### src/inc/pmc_pkg.sv
// shared constants, types and behaviour notes for the core timing block
// ---------------------------------------------------------------------
// Notes on behaviour
// [RULE1] Every opcode is decoded with the classic 8-bit encoding, lengths and flag effects; only timing differs.
// [RULE2] Instructions are sequenced in single clock cycles, never grouped into machine cycles.
// [RULE3] Most instructions take as many clocks as they have program bytes, thanks to the pipelined fetch.
// [RULE4] A conditional branch that is not taken finishes one clock sooner than when it is taken.
// [RULE5] No instruction takes more than eight clocks, and the slowest takes exactly eight.
// [RULE6] The cycle counts follow the documented distribution across the 109 instructions.
// [RULE7] The core is fully static from zero up to its top rate and can retire one instruction per clock.
// [RULE8] Software reads program flash with the code-memory move and writes it bytewise with the external-data move.
// [RULE9] A serial debug port lets a host program the flash and talk to the debug logic.
// [RULE10] Debug offers breakpoints, watchpoints, run, halt, single step, stack inspection and register and memory access.
// [RULE11] Debug runs at full speed and uses no RAM, stack, timer or other resource the application sees.
// [RULE12] The core has 256 bytes of internal RAM and a separate 128-byte special function register space.
// ---------------------------------------------------------------------
package pmc_pkg;

  // ---------------------------------------------------------------------
  // sizes and timing
  // ---------------------------------------------------------------------
  localparam int PMC_CLK_PERIOD_NS = 8;
  localparam int PMC_MAX_CYCLES = 8;
  localparam int PMC_RAM_BYTES = 256;
  localparam int PMC_SFR_BYTES = 128;
  localparam int PMC_DBG_W = 28;
  localparam logic [15:0] PMC_RESET_PC = 16'h0000;

  // ---------------------------------------------------------------------
  // opcodes with special timing
  // ---------------------------------------------------------------------
  localparam logic [7:0] PMC_OP_MULTIPLY_OP = 8'hA4;
  localparam logic [7:0] PMC_OP_DIVIDE = 8'h84;
  localparam logic [7:0] PMC_OP_RETURN = 8'h22;
  localparam logic [7:0] PMC_OP_RETURN_INT = 8'h32;
  localparam logic [7:0] PMC_OP_LONG_CALL = 8'h12;
  localparam logic [7:0] PMC_OP_LONG_JUMP = 8'h02;
  localparam logic [7:0] PMC_OP_SHORT_JUMP = 8'h80;
  localparam logic [7:0] PMC_OP_JUMP_INDEXED = 8'h73;

  // ---------------------------------------------------------------------
  // debug port commands
  // ---------------------------------------------------------------------
  typedef enum logic [3:0] {
    DBG_NOP = 4'h0,
    DBG_HALT = 4'h1,
    DBG_RUN = 4'h2,
    DBG_STEP = 4'h3,
    DBG_SET_BP = 4'h4,
    DBG_SET_WP = 4'h5,
    DBG_CLR_BP = 4'h6,
    DBG_RD_MEM = 4'h7,
    DBG_WR_MEM = 4'h8,
    DBG_RD_CODE = 4'h9,
    DBG_WR_CODE = 4'hA,
    DBG_RD_PC = 4'hB
  } pmc_dbg_cmd_t;

  typedef enum logic [1:0] {
    ST_RUN = 2'b00,
    ST_HALT = 2'b01,
    ST_STEP = 2'b10
  } pmc_state_t;

  // ---------------------------------------------------------------------
  // carriers
  // ---------------------------------------------------------------------
  typedef struct packed {
    logic [1:0] len;
    logic [3:0] cycles;
    logic cond;
  } pmc_timing_t;

  typedef struct packed {
    logic [15:0] pc;
    logic [7:0] opcode;
    logic [7:0] op1;
    logic [7:0] op2;
  } pmc_exec_t;

  typedef struct packed {
    logic wr;
    logic sfr;
    logic [7:0] addr;
    logic [7:0] wdata;
  } pmc_dmem_req_t;

  typedef struct packed {
    logic [3:0] cmd;
    logic [15:0] addr;
    logic [7:0] data;
  } pmc_dbg_word_t;

endpackage : pmc_pkg

### src/verilog/pmc_cycle_decode.sv
// opcode to length, clock count and branch class decoder
`timescale 1ns/1ps
module pmc_cycle_decode (
  // opcode in
  input wire logic [7:0] i_opcode,
  // timing out
  output pmc_pkg::pmc_timing_t o_timing
);
  import pmc_pkg::*;

  // classic encoding lengths, grouped by low nibble
  function automatic logic [1:0] pmc_len(input logic [7:0] op);
    logic [3:0] hi;
    logic [3:0] lo;
    hi = op[7:4];
    lo = op[3:0];
    pmc_len = 2'd1;
    case (lo)
      4'h0: pmc_len = (hi == 4'h0 || hi >= 4'hE) ? 2'd1 :
        (hi <= 4'h3 || hi == 4'h9) ? 2'd3 : 2'd2;
      4'h1: pmc_len = 2'd2;
      4'h2: pmc_len = (hi <= 4'h1) ? 2'd3 :
        (hi <= 4'h3 || hi >= 4'hE) ? 2'd1 : 2'd2;
      4'h3: pmc_len = (hi >= 4'h4 && hi <= 4'h6) ? 2'd3 : 2'd1;
      4'h4: pmc_len = (hi == 4'hB) ? 2'd3 :
        ((hi >= 4'h2 && hi <= 4'h7) || hi == 4'h9) ? 2'd2 : 2'd1;
      4'h5: pmc_len = (hi == 4'h7 || hi == 4'h8 || hi == 4'hB ||
        hi == 4'hD) ? 2'd3 : (hi == 4'hA) ? 2'd1 : 2'd2;
      4'h6, 4'h7: pmc_len = (hi == 4'hB) ? 2'd3 :
        (hi == 4'h7 || hi == 4'h8 || hi == 4'hA) ? 2'd2 : 2'd1;
      default: pmc_len = (hi == 4'hB) ? 2'd3 :
        (hi == 4'h7 || hi == 4'h8 || hi == 4'hA || hi == 4'hD) ?
        2'd2 : 2'd1;
    endcase
  endfunction : pmc_len

  function automatic logic pmc_is_cond(input logic [7:0] op);
    pmc_is_cond = (op[3:0] == 4'h0 && op[7:4] >= 4'h1 &&
      op[7:4] <= 4'h7) ||
      (op[7:4] == 4'hB && op[3:0] >= 4'h4) ||
      (op[7:4] == 4'hD && (op[3:0] == 4'h5 || op[3:0] >= 4'h8));
  endfunction : pmc_is_cond

  // not-taken clock count; default is one clock per byte
  function automatic logic [3:0] pmc_cycles(input logic [7:0] op);
    logic [1:0] len;
    len = pmc_len(op);
    pmc_cycles = {2'b00, len}; // RULE3
    case (op)
      PMC_OP_DIVIDE: pmc_cycles = 4'd8; // RULE5
      PMC_OP_MULTIPLY_OP: pmc_cycles = 4'd4;
      PMC_OP_RETURN, PMC_OP_RETURN_INT: pmc_cycles = 4'd5;
      PMC_OP_LONG_CALL, PMC_OP_LONG_JUMP: pmc_cycles = 4'd4;
      PMC_OP_SHORT_JUMP, PMC_OP_JUMP_INDEXED: pmc_cycles = 4'd3;
      8'h83, 8'h93, 8'hE0, 8'hE2, 8'hE3, 8'hF0, 8'hF2, 8'hF3:
        pmc_cycles = 4'd3; // RULE8
      8'hB6, 8'hB7: pmc_cycles = 4'd4;
      default:
      begin
        if (op[3:0] == 4'h1)
          pmc_cycles = 4'd3;
        else if ((op[3:0] == 4'h6 || op[3:0] == 4'h7) && len == 2'd1)
          pmc_cycles = 4'd2; // indirect RAM needs an extra read clock
      end
    endcase
  endfunction : pmc_cycles

  always_comb
  begin
    o_timing.len = pmc_len(i_opcode); // RULE1
    o_timing.cycles = pmc_cycles(i_opcode); // RULE6
    o_timing.cond = pmc_is_cond(i_opcode);
  end

endmodule : pmc_cycle_decode

### src/verilog/pmc_core_timing.sv
// pipelined core sequencer with flash byte access, data RAM and debug port
`timescale 1ns/1ps
module pmc_core_timing (
  // clock and reset
  input wire logic i_clk,
  input wire logic i_reset,
  // program flash
  output logic [15:0] o_code_addr,
  input wire logic [7:0] i_code_byte,
  output logic o_flash_wr,
  output logic [15:0] o_flash_waddr,
  output logic [7:0] o_flash_wdata,
  // execution datapath
  output pmc_pkg::pmc_exec_t o_exec,
  output logic [3:0] o_cycle,
  output logic o_retire,
  input wire logic i_branch_taken,
  input wire logic [15:0] i_branch_target,
  input wire logic i_code_rd_req,
  input wire logic [15:0] i_code_rd_addr,
  input wire logic i_flash_wr_req,
  input wire logic [15:0] i_flash_wr_addr,
  input wire logic [7:0] i_flash_wr_data,
  // internal data memory
  input wire pmc_pkg::pmc_dmem_req_t i_dmem,
  output logic [7:0] o_dmem_rdata,
  // serial debug port
  input wire logic i_jtag_tck,
  input wire logic i_jtag_tms,
  input wire logic i_jtag_tdi,
  output logic o_jtag_tdo,
  // debug status
  output logic o_halted
);
  import pmc_pkg::*;

  // ---------------------------------------------------------------------
  // state
  // ---------------------------------------------------------------------
  pmc_state_t state;
  logic [15:0] pc;
  logic [3:0] cnt;
  logic [7:0] opcode_q;
  logic [7:0] op1;
  logic [7:0] op2;
  logic taken_q;
  logic halt_req;
  logic bp_skip;
  logic bp_en;
  logic [15:0] bp_addr;
  logic wp_en;
  logic [7:0] wp_addr;
  logic tck_q;
  logic [PMC_DBG_W-1:0] sh;
  logic [7:0] ram [PMC_RAM_BYTES];
  logic [7:0] sfr [PMC_SFR_BYTES];

  // ---------------------------------------------------------------------
  // decode and cycle control
  // ---------------------------------------------------------------------
  logic [7:0] cur_op;
  pmc_timing_t timing;
  logic [3:0] cyc_m1;
  logic bp_hit;
  logic start;
  logic busy;
  logic extend;
  logic last;
  logic taken_final;
  logic [15:0] next_pc;

  assign cur_op = (cnt == 4'd0) ? i_code_byte : opcode_q;

  pmc_cycle_decode u_decode (
    .i_opcode(cur_op),
    .o_timing(timing)
  );

  assign cyc_m1 = timing.cycles - 4'd1;
  // resuming from a breakpoint must not trap on the same address again
  assign bp_hit = bp_en && (pc == bp_addr) && !bp_skip; // RULE10
  assign start = (cnt == 4'd0) && ((state == ST_RUN && !bp_hit &&
    !halt_req) || state == ST_STEP);
  assign busy = start || (cnt != 4'd0);
  assign extend = busy && timing.cond && i_branch_taken &&
    (cnt == cyc_m1); // RULE4
  assign last = busy && ((cnt == cyc_m1 && !extend) ||
    cnt == timing.cycles); // RULE2
  assign taken_final = timing.cond ? taken_q : i_branch_taken;
  assign next_pc = taken_final ? i_branch_target :
    pc + {14'h0000, timing.len};

  // a one-clock instruction retires in the clock it is fetched
  always_ff @(posedge i_clk)
  begin
    if (i_reset)
      cnt <= 4'd0;
    else if (last)
      cnt <= 4'd0; // RULE7
    else if (busy)
      cnt <= cnt + 4'd1;
  end

  always_ff @(posedge i_clk)
  begin
    if (i_reset)
      pc <= PMC_RESET_PC;
    else if (last)
      pc <= next_pc;
  end

  always_ff @(posedge i_clk)
  begin
    if (i_reset)
      taken_q <= 1'b0;
    else if (last)
      taken_q <= 1'b0;
    else if (extend)
      taken_q <= 1'b1;
  end

  // operands arrive one byte per clock behind the opcode
  always_ff @(posedge i_clk)
  begin
    if (i_reset)
    begin
      opcode_q <= 8'h00;
      op1 <= 8'h00;
      op2 <= 8'h00;
    end
    else
    begin
      if (start)
        opcode_q <= i_code_byte;
      if (cnt == 4'd1 && timing.len >= 2'd2)
        op1 <= i_code_byte; // RULE3
      if (cnt == 4'd2 && timing.len == 2'd3)
        op2 <= i_code_byte;
    end
  end

  // ---------------------------------------------------------------------
  // run control
  // ---------------------------------------------------------------------
  pmc_dbg_word_t dbg_word;
  logic tck_rise;
  logic dbg_exec;
  logic [3:0] dbg_cmd;
  logic watch_hit;

  assign dbg_word = sh;
  assign tck_rise = i_jtag_tck && !tck_q;
  assign dbg_exec = tck_rise && i_jtag_tms; // RULE9
  assign dbg_cmd = dbg_exec ? dbg_word.cmd : DBG_NOP;
  assign watch_hit = wp_en && i_dmem.wr && !i_dmem.sfr &&
    (i_dmem.addr == wp_addr);

  always_ff @(posedge i_clk)
  begin
    if (i_reset)
      state <= ST_RUN;
    else
    begin
      case (state)
        ST_RUN:
          if (cnt == 4'd0 && (bp_hit || halt_req))
            state <= ST_HALT; // RULE10
        ST_STEP:
          if (last)
            state <= ST_HALT;
        ST_HALT:
          if (dbg_cmd == DBG_RUN)
            state <= ST_RUN;
          else if (dbg_cmd == DBG_STEP)
            state <= ST_STEP;
        default:
          state <= ST_RUN;
      endcase
    end
  end

  // a new halt request outranks the clear on entry to halt
  always_ff @(posedge i_clk)
  begin
    if (i_reset)
      halt_req <= 1'b0;
    else if (dbg_cmd == DBG_HALT || watch_hit)
      halt_req <= 1'b1;
    else if (state == ST_HALT)
      halt_req <= 1'b0;
  end

  always_ff @(posedge i_clk)
  begin
    if (i_reset)
      bp_skip <= 1'b0;
    else if (state == ST_HALT)
      bp_skip <= 1'b1;
    else if (start)
      bp_skip <= 1'b0;
  end

  // break and watch comparators are private flops, not user resources
  always_ff @(posedge i_clk)
  begin
    if (i_reset)
    begin
      bp_en <= 1'b0;
      bp_addr <= 16'h0000;
      wp_en <= 1'b0;
      wp_addr <= 8'h00;
    end
    else if (dbg_cmd == DBG_SET_BP)
    begin
      bp_en <= 1'b1;
      bp_addr <= dbg_word.addr; // RULE11
    end
    else if (dbg_cmd == DBG_SET_WP)
    begin
      wp_en <= 1'b1;
      wp_addr <= dbg_word.addr[7:0];
    end
    else if (dbg_cmd == DBG_CLR_BP)
    begin
      bp_en <= 1'b0;
      wp_en <= 1'b0;
    end
  end

  // ---------------------------------------------------------------------
  // internal RAM and special function registers
  // ---------------------------------------------------------------------
  logic dbg_halted;
  logic dbg_mem_wr;

  assign dbg_halted = (state == ST_HALT);
  // debug writes only land while halted, so the program never races them
  assign dbg_mem_wr = dbg_halted && (dbg_cmd == DBG_WR_MEM);

  always_ff @(posedge i_clk)
  begin
    if (i_dmem.wr)
    begin
      if (i_dmem.sfr)
        sfr[i_dmem.addr[6:0]] <= i_dmem.wdata; // RULE12
      else
        ram[i_dmem.addr] <= i_dmem.wdata;
    end
    else if (dbg_mem_wr)
    begin
      if (dbg_word.addr[8])
        sfr[dbg_word.addr[6:0]] <= dbg_word.data; // RULE10
      else
        ram[dbg_word.addr[7:0]] <= dbg_word.data;
    end
  end

  always_ff @(posedge i_clk)
  begin
    if (i_reset)
      o_dmem_rdata <= 8'h00;
    else if (i_dmem.sfr)
      o_dmem_rdata <= sfr[i_dmem.addr[6:0]];
    else
      o_dmem_rdata <= ram[i_dmem.addr];
  end

  // ---------------------------------------------------------------------
  // program flash access
  // ---------------------------------------------------------------------
  // the data-phase read of a code move reuses the fetch port after
  // the opcode bytes are in
  always_comb
  begin
    if (dbg_halted && cnt == 4'd0)
      o_code_addr = dbg_word.addr;
    else if (i_code_rd_req && cnt != 4'd0)
      o_code_addr = i_code_rd_addr; // RULE8
    else
      o_code_addr = pc + {12'h000, cnt};
  end

  always_ff @(posedge i_clk)
  begin
    if (i_reset)
    begin
      o_flash_wr <= 1'b0;
      o_flash_waddr <= 16'h0000;
      o_flash_wdata <= 8'h00;
    end
    else if (i_flash_wr_req)
    begin
      o_flash_wr <= 1'b1; // RULE8
      o_flash_waddr <= i_flash_wr_addr;
      o_flash_wdata <= i_flash_wr_data;
    end
    else if (dbg_halted && dbg_cmd == DBG_WR_CODE)
    begin
      o_flash_wr <= 1'b1; // RULE9
      o_flash_waddr <= dbg_word.addr;
      o_flash_wdata <= dbg_word.data;
    end
    else
      o_flash_wr <= 1'b0;
  end

  // ---------------------------------------------------------------------
  // serial debug shift register
  // ---------------------------------------------------------------------
  logic [7:0] rd_byte;

  always_comb
  begin
    case (dbg_word.cmd)
      DBG_RD_MEM:
        rd_byte = dbg_word.addr[8] ? sfr[dbg_word.addr[6:0]] :
          ram[dbg_word.addr[7:0]];
      DBG_RD_CODE:
        rd_byte = dbg_halted ? i_code_byte : 8'h00;
      DBG_RD_PC:
        rd_byte = dbg_word.addr[0] ? pc[15:8] : pc[7:0];
      default:
        rd_byte = 8'h00;
    endcase
  end

  // bits enter lsb first; an edge with the mode line high executes
  always_ff @(posedge i_clk)
  begin
    if (i_reset)
    begin
      tck_q <= 1'b0;
      sh <= '0;
    end
    else
    begin
      tck_q <= i_jtag_tck;
      if (dbg_exec)
        sh <= {19'h00000, dbg_halted, rd_byte}; // RULE10
      else if (tck_rise)
        sh <= {i_jtag_tdi, sh[PMC_DBG_W-1:1]};
    end
  end

  // ---------------------------------------------------------------------
  // outputs
  // ---------------------------------------------------------------------
  assign o_jtag_tdo = sh[0];
  assign o_halted = dbg_halted;
  assign o_retire = last;
  assign o_cycle = cnt;
  assign o_exec = '{pc: pc, opcode: cur_op, op1: op1, op2: op2};

endmodule : pmc_core_timing

### config.mk
export PLATFORM = sky130hd
export DESIGN_NAME = pmc_core_timing
export DESIGN_NICKNAME = d
export VERILOG_FILES = /design/src/inc/pmc_pkg.sv /design/src/verilog/pmc_cycle_decode.sv /design/src/verilog/pmc_core_timing.sv
export SDC_FILE = /design/constraint.sdc
export NUM_CORES = 2
export LEC_CHECK = 0
export BUFFER_PORTS_ARGS = -buffer_cell sky130_fd_sc_hd__buf_2
export CAP_MARGIN = 20
export CORE_MARGIN = 4
export CORE_UTILIZATION = 30
export DETAILED_ROUTE_END_ITERATION = 8
export HOLD_SLACK_MARGIN = 0.06
export SYNTH_ARGS = -nofsm -noshare
export SYNTH_HDL_FRONTEND = slang
export SYNTH_HIERARCHICAL = 1
export SYNTH_SLANG_ARGS = --single-unit
### constraint.sdc
create_clock -name i_clk -period 7.95 [get_ports i_clk]
set_input_delay 0 -clock i_clk [delete_from_list [all_inputs] [get_ports i_clk]]
set_output_delay 0 -clock i_clk [all_outputs]
set_load 0.02 [all_outputs]
# After elaboration in Yosys (flattened, before gate mapping)
# Memory sizes are Yosys's and may differ from the RTL's.
# Cells that the tools add are included.
[totals]
inputBits = 90
ff_bits = 137
wordCells = 239
ram_bits = 3072
memories = 2
output_inout_bits = 96
[classes]
n_bitwise = 1
n_reduce_logical = 76
n_lt_le_gt_ge = 11
add_sub_neg = 4
n_mux = 69
n_eq_ne = 56
[mem_list]
columns = ["memory", "words", "word_bits", "read_ports", "rd_ports_with_merged_regs", "wr", "line_no", "source"]
rows = [
  ["ram", 256, 8, 2, 0, 1, "pmc_core_timing.sv:55", "logic [7:0] ram [PMC_RAM_BYTES];"],
  ["sfr", 128, 8, 2, 0, 1, "pmc_core_timing.sv:56", "logic [7:0] sfr [PMC_SFR_BYTES];"],
]
[ops]
columns = ["cell", "n"]
rows = [
  ["8-bit equality test (second input constant)", 13],
  ["16-bit 2-to-1 mux", 5],
  ["8-bit 2-to-1 mux", 10],
  ["4-bit by 3-bit equality test with 1-bit output (second input constant)", 9],
  ["4-bit equality test (second input constant)", 9],
  ["2-bit 2-to-1 mux", 17],
  ["1-bit logical AND", 29],
  ["1-bit 2-to-1 mux", 28],
  ["8-bit case mux with 3 select lines", 1],
  ["4-bit by 2-bit equality test with 1-bit output (second input constant)", 5],
  ["1-bit logical OR", 18],
  ["9-bit 2-to-1 mux", 2],
  ["16-bit by 2-bit adder with 16-bit output", 1],
  ["16-bit by 4-bit adder with 16-bit output", 1],
  ["16-bit equality test", 1],
  ["8-bit by 6-bit equality test with 1-bit output (second input constant)", 2],
  ["4-bit case mux with 4 select lines", 1],
  ["8-bit OR reduction", 2],
  ["2-bit case mux with 7 select lines", 1],
  ["4-bit by 1-bit equality test with 1-bit output (second input constant)", 3],
  ["4-bit logical NOT", 3],
  ["2-bit nonzero test", 6],
  ["10-bit OR reduction", 1],
  ["4-bit equality test", 2],
  ["30 further kinds", 47],
]

# Logic depth before layout (Yosys ltp)
[logic_depth]
word_depth = 23
ltp_mapped = 24
ltp_nobuf = 20

# Hierarchy
# The synthesis kept the hierarchy.
[modules_own_cells]
columns = ["module", "seq_area_each_um2", "n_inst", "cells_each", "area_each_um2"]
rows = [
  ["pmc_core_timing", 94991.1, 1, 8497, 151278.8],
  ["pmc_cycle_decode", 0.0, 1, 86, 584.3],
]

# Worst setup path after synthesis
# No wires, ideal clock.
[synth_timing]
kind = "reg-to-reg"
startpoint = "reg state[0]"
endpoint = "mem ram[0][0], data pin"
synth_period_minus_slack_ns = 5.660
required_time_ns = 7.127
path_stages_with_launch = 9
arrival_time_ns = 4.837
slack_ns = 2.290
path_buffers = 1
setup_ns = 0.823
path_cell_list = "dfxtp_1 -> nand2b_1 -> inv_1 -> nand2_1 -> or4_4 -> nor2_8 -> buf_4 -> nand2_1 -> nand2_1"
[synth_between]
elab_chain_len = 7
[synth_lines]
columns = ["element", "line_no", "source"]
rows = [
  ["start, declared", "pmc_core_timing.sv:40", "pmc_state_t state;"],
  ["start signal, assigned", "pmc_core_timing.sv:161", "state <= ST_RUN;"],
  ["start signal, assigned", "pmc_core_timing.sv:167", "state <= ST_HALT;"],
  ["start signal, assigned", "pmc_core_timing.sv:170", "state <= ST_HALT;"],
  ["2-bit by 1-bit equality test with 1-bit output", "pmc_core_timing.sv:236", "assign dbg_halted = (state == ST_HALT);"],
  ["net o_halted", "pmc_core_timing.sv:33", "output logic o_halted"],
  ["1-bit logical AND", "pmc_core_timing.sv:238", "assign dbg_mem_wr = dbg_halted && (dbg_cmd == DBG_WR_MEM);"],
  ["1-bit 2-to-1 mux", "pmc_core_timing.sv:249", "else if (dbg_mem_wr)"],
  ["1-bit 2-to-1 mux", "pmc_core_timing.sv:242", "if (i_dmem.wr)"],
  ["1-bit 2-to-1 mux (implied by the code)", "pmc_core_timing.sv:254", "ram[dbg_word.addr[7:0]] <= dbg_word.data;"],
  ["8-bit OR reduction (no line)", "-", ""],
  ["8-bit 2-to-1 mux (no line)", "-", ""],
  ["end, declared", "pmc_core_timing.sv:55", ""],
]
# The timed path passes the listed nets, and every way through them passes these cells.

==> impl_results.md <==
- Worst flop-to-flop path endpoint: pc[10]$_SDFFE_PP0P_
- Final Hold Fails: 0
- Hold Crit Depth: 4
- Max_cap viols: 0
- Synth Flop Type: edfxtp_1
- Total CTS buffers: 340
- Final Total Pwr: ~38000 uW
- Largest family of logic cells by synthesized area: multiplexers
- Top-count cell post-synth: edfxtp_1
- Number of H-tree levels: 5
- DP Worst Slack: roughly 1900 ps
- Fraction of registers with async set/reset: 0%
- Delay-heaviest family, CP: simple AND/OR/NAND/NOR gates
- Clock-pin slew on the worst setup and hold paths: ~60 ps
- Post-CTS Setup Bufs: 0
- Critical R2R Launch: o_cycle[0]$_SDFFE_PP0P_
- Kind of path behind the tightest hold check: in2reg
- Fin area: roughly 0.17 mm^2
- Startpoint types: flop
- Antenna Nets Post-Route: 0
- Tcrit/Tclk final: between 80% and 90%
- Die Y: ~700 um
- Mux share of post-synthesis cell area: about 25%
- Synth cell types: between 90 and 100
- Final worst slack: ~940 ps
- Initial antenna violation count: 60
- Post_cts resized: 0
- Pin count of the biggest net entering global routing: roughly 220
- Mean Syn Cell Area: roughly 18 um^2
- Leakage: 0.0524 uW
- Worst Skew: roughly 66 ps
- Drt initial violations: about 16000
- Synth Area in Adders: 0.117%
- DP Area: 0.161 mm^2
- F_max: between 100 and 150 MHz
- Power per cell area: roughly 220 mW/mm^2
- Hold_buf cts: slightly above 200
- Crit path kind: reg2reg
- Met1 track demand over resource: a little over a quarter
- Most Used Layer, Global Route: met2
- WP buf/inv: 4
- Rel. slew slack: -0.946%
- Post-synthesis xor/xnor area fraction: 0.265%
- GRT Util Overall: 21.1%
- I/O Buffers: about 190
- EDFF count, synth: approximately 3000
- RSZ-0062 raised after global routing: no
- Clk_lat worst skew: 960 ps
- WL per Instance: about 36 um
- Detailed-route wire length: between 500000 and 600000 um
- IO Pins: roughly 190
- Vias per cell: between 6 and 7
- First-pass iteration count of the detailed router: 9
- Crit path max-delay cell type: dlygate4sd3_1
- Cell count after synthesis: approximately 8600
- CTS Root Buffer Type: clkbuf_16
- Fin. max-slew vios: 27
- Layout cell share with drive strength beyond 1: between 20% and 30%
- Hold EP: dbg_word[4]$_SDFFE_PP0P_
- Grt met3 use: ~6.7%
- Post-Syn Nets: 8686
- Sequence of cells on the critical path: inv_1 > ha_1 > nand2_1 > nand2_1 > nand2_1 > nand2b_1 > o22a_1 > o21ai_1 > nor3_1 > a21boi_1 > inv_1 > fa_1 > nand3b_1 > or2_2 > nor2_1 > nand3_1 > nor3_1 > a21oi_1 > dlygate4sd3_1 > or3_1 > o31ai_1 > dlygate4sd3_1
- R2R cell count: 22
- First-pass GRT wire length: roughly 800000 um
- Die area: 0.518 mm^2
- Commonest cells post-synth: edfxtp_1, mux4_2, nor2_1
- Worst EP arrival: slightly below 8000 ps
- Nets@finish: 9026
- Die Wd: just over 700 um
- Post-Syn Area: around 0.15 mm^2
- CTS tree: yes
- Worst min-delay path startpoint: i_code_byte[4]
- Final GP Congestion: between 0.9 and 1
- Final setup TNS: 0 ps
- Final setup viols: 0
- Clock Path Buffers: 4
- Post-synthesis sequential area ratio: a little over three fifths
- Failing checks: slew limit
- Crit end category: flop
- Min cycle time layout: between 7000 and 8000 ps
- Global Route met2 Usage: between 30% and 40%
- Overflow after GRT: 0
- Vias in the first global route: between 90000 and 100k
- Maximum vdd drop: between 0.00015 and 0.0002 V
- Synth Area in Compound Gates: 4.93%
- Worst Tran Pin Value: between 1500 and 2000 ps
- CP max FO: 17
- Area contributors post-synth: edfxtp_1, mux4_2, mux2i_1, dfxtp_1, nor2_1
- Simple-Gate Fraction of Synth Area: roughly 4.6%
- Post-synth top area share: around three fifths
- Detailed-route via count: around 98000
- Run status: finished with violations
- Top cell type by total area after synthesis: edfxtp_1
- P&R area growth vs syn: 14.5%
- Seq cells post-synth: between 3000 and 4000
- CP most frequent cell: nand2_1
- Hpwl dp: approximately 370000 um
- Yosys Warn Count: 6
- Final Core Density: between 30% and 40%
- Worst Path Required: approximately 9000 ps
- Core box area: 0.505 mm^2
- Crit path largest cell delay: 590 ps
- # rows: 261
- R2r setup slk: 940 ps
- DRC viols: 0
- Starting Density: between 30% and 40%
- # clock sinks: 3209
-- cells in the final DEF (no fill, tap or decap), drive strengths merged, types with 25 or more instances in the layout --
cell type / count
diode: 43
buf: 481
nand3: 68
xnor2: 34
o21ai: 140
nor2: 600
and3: 25
nor3: 146
clkbuf: 426
a22oi: 112
a221oi: 32
a31oi: 38
dlygate4sd3: 205
dfxtp: 137
mux4: 1470
a21oi: 196
mux2i: 487
inv: 43
a211oi: 94
nor4: 53
nand2b: 37
edfxtp: 3072
o221ai: 70
nand2: 437
nor2b: 33
o22ai: 212
clkinv: 131
-- power by group --
group          internal [uW]  switching (uW)
clock                   8850            7010
sequential             18600             159
combinational           1440            2420
total                  28900            9590
-- tightest hold or removal path, stage by stage --
cell	delay (ps)
dlygate4sd3_1	520
buf_2	160
a211oi_1	130
a211oi_1	210
-- area by class of cell --
cell class | instances | area (um^2)
Timing Repair Buffer | 690 | 5870
Clock inverter | 186 | 1820
Inverter | 28 | 120
Fill cell | 47400 | 331000
Tap cell | 6706 | 8390
Multi-Input combinational cell | 4654 | 53500
Sequential cell | 3209 | 95000
Antenna cell | 43 | 108
Clock buffer | 423 | 9010
-- stage by stage --
| stage | instances | hold slack (ps) |
|---|---|---|
| after floorplan | 8583 | 128 |
| after global placement | 15000 | 230 |
| after detailed placement | 15100 | 238 |
| after CTS | 15900 | 76.5 |
| after global routing | 15900 | 148 |
| final | 15900 | 133 |
-- logic make-up (layout without fill, tap and decap cells) --
| group | after synthesis | in the layout |
|---|---|---|
| AO/OA/AOI/OAI | 1095 | 1095 |
| multiplexers | 1976 | 1976 |
| flip-flops | 3209 | 3209 |
| XOR/XNOR | 46 | 46 |
| buffers and inverters | 720 | 1327 |
| AND/OR/NAND/NOR | 1524 | 1524 |
| adder cells (fa/ha/maj) | 13 | 13 |
| other | 0 | 43 |
-- flip-flops by register name, indices dropped and copies added (netlist names), 2 cells and up --
| name | flops |
|---|---|
| wp_addr | 8 |
| state | 2 |
| op1 | 8 |
| dbg_word | 28 |
| pc | 16 |
| o_dmem_rdata | 8 |
| op2 | 8 |
| sfr | 1024 |
| o_cycle | 4 |
| ram | 2048 |
| bp_addr | 16 |
| o_flash_wdata | 8 |
| opcode_q | 8 |
| o_flash_waddr | 16 |
-- metal layers --
layer | part of all wire (%) | wire length (um)
met4 | 6.2 | 34800
met1 | 36 | 203000
met3 | 13 | 71700
met2 | 45 | 256000
met5 | 0.073 | 416
-- worst max-delay path by stage --
stage,from,to,slack (ps),cells after the start
after CTS,o_cycle[0]$_SDFFE_PP0P_,pc[10]$_SDFFE_PP0P_,1220,22
after global routing,o_cycle[0]$_SDFFE_PP0P_,pc[10]$_SDFFE_PP0P_,480,22
final,o_cycle[0]$_SDFFE_PP0P_,pc[10]$_SDFFE_PP0P_,940,22
after detailed placement,dbg_word[9]$_SDFFE_PP0P_,dbg_word[1]$_SDFFE_PP0P_,1880,11
after global placement,dbg_word[8]$_SDFFE_PP0P_,dbg_word[7]$_SDFFE_PP0P_,1920,9
after floorplan,state[0]$_SDFFE_PP0P_,ram[0][0]$_DFFE_PP_,2290,8
No activity file was read; power rests on OpenSTA's default activity.
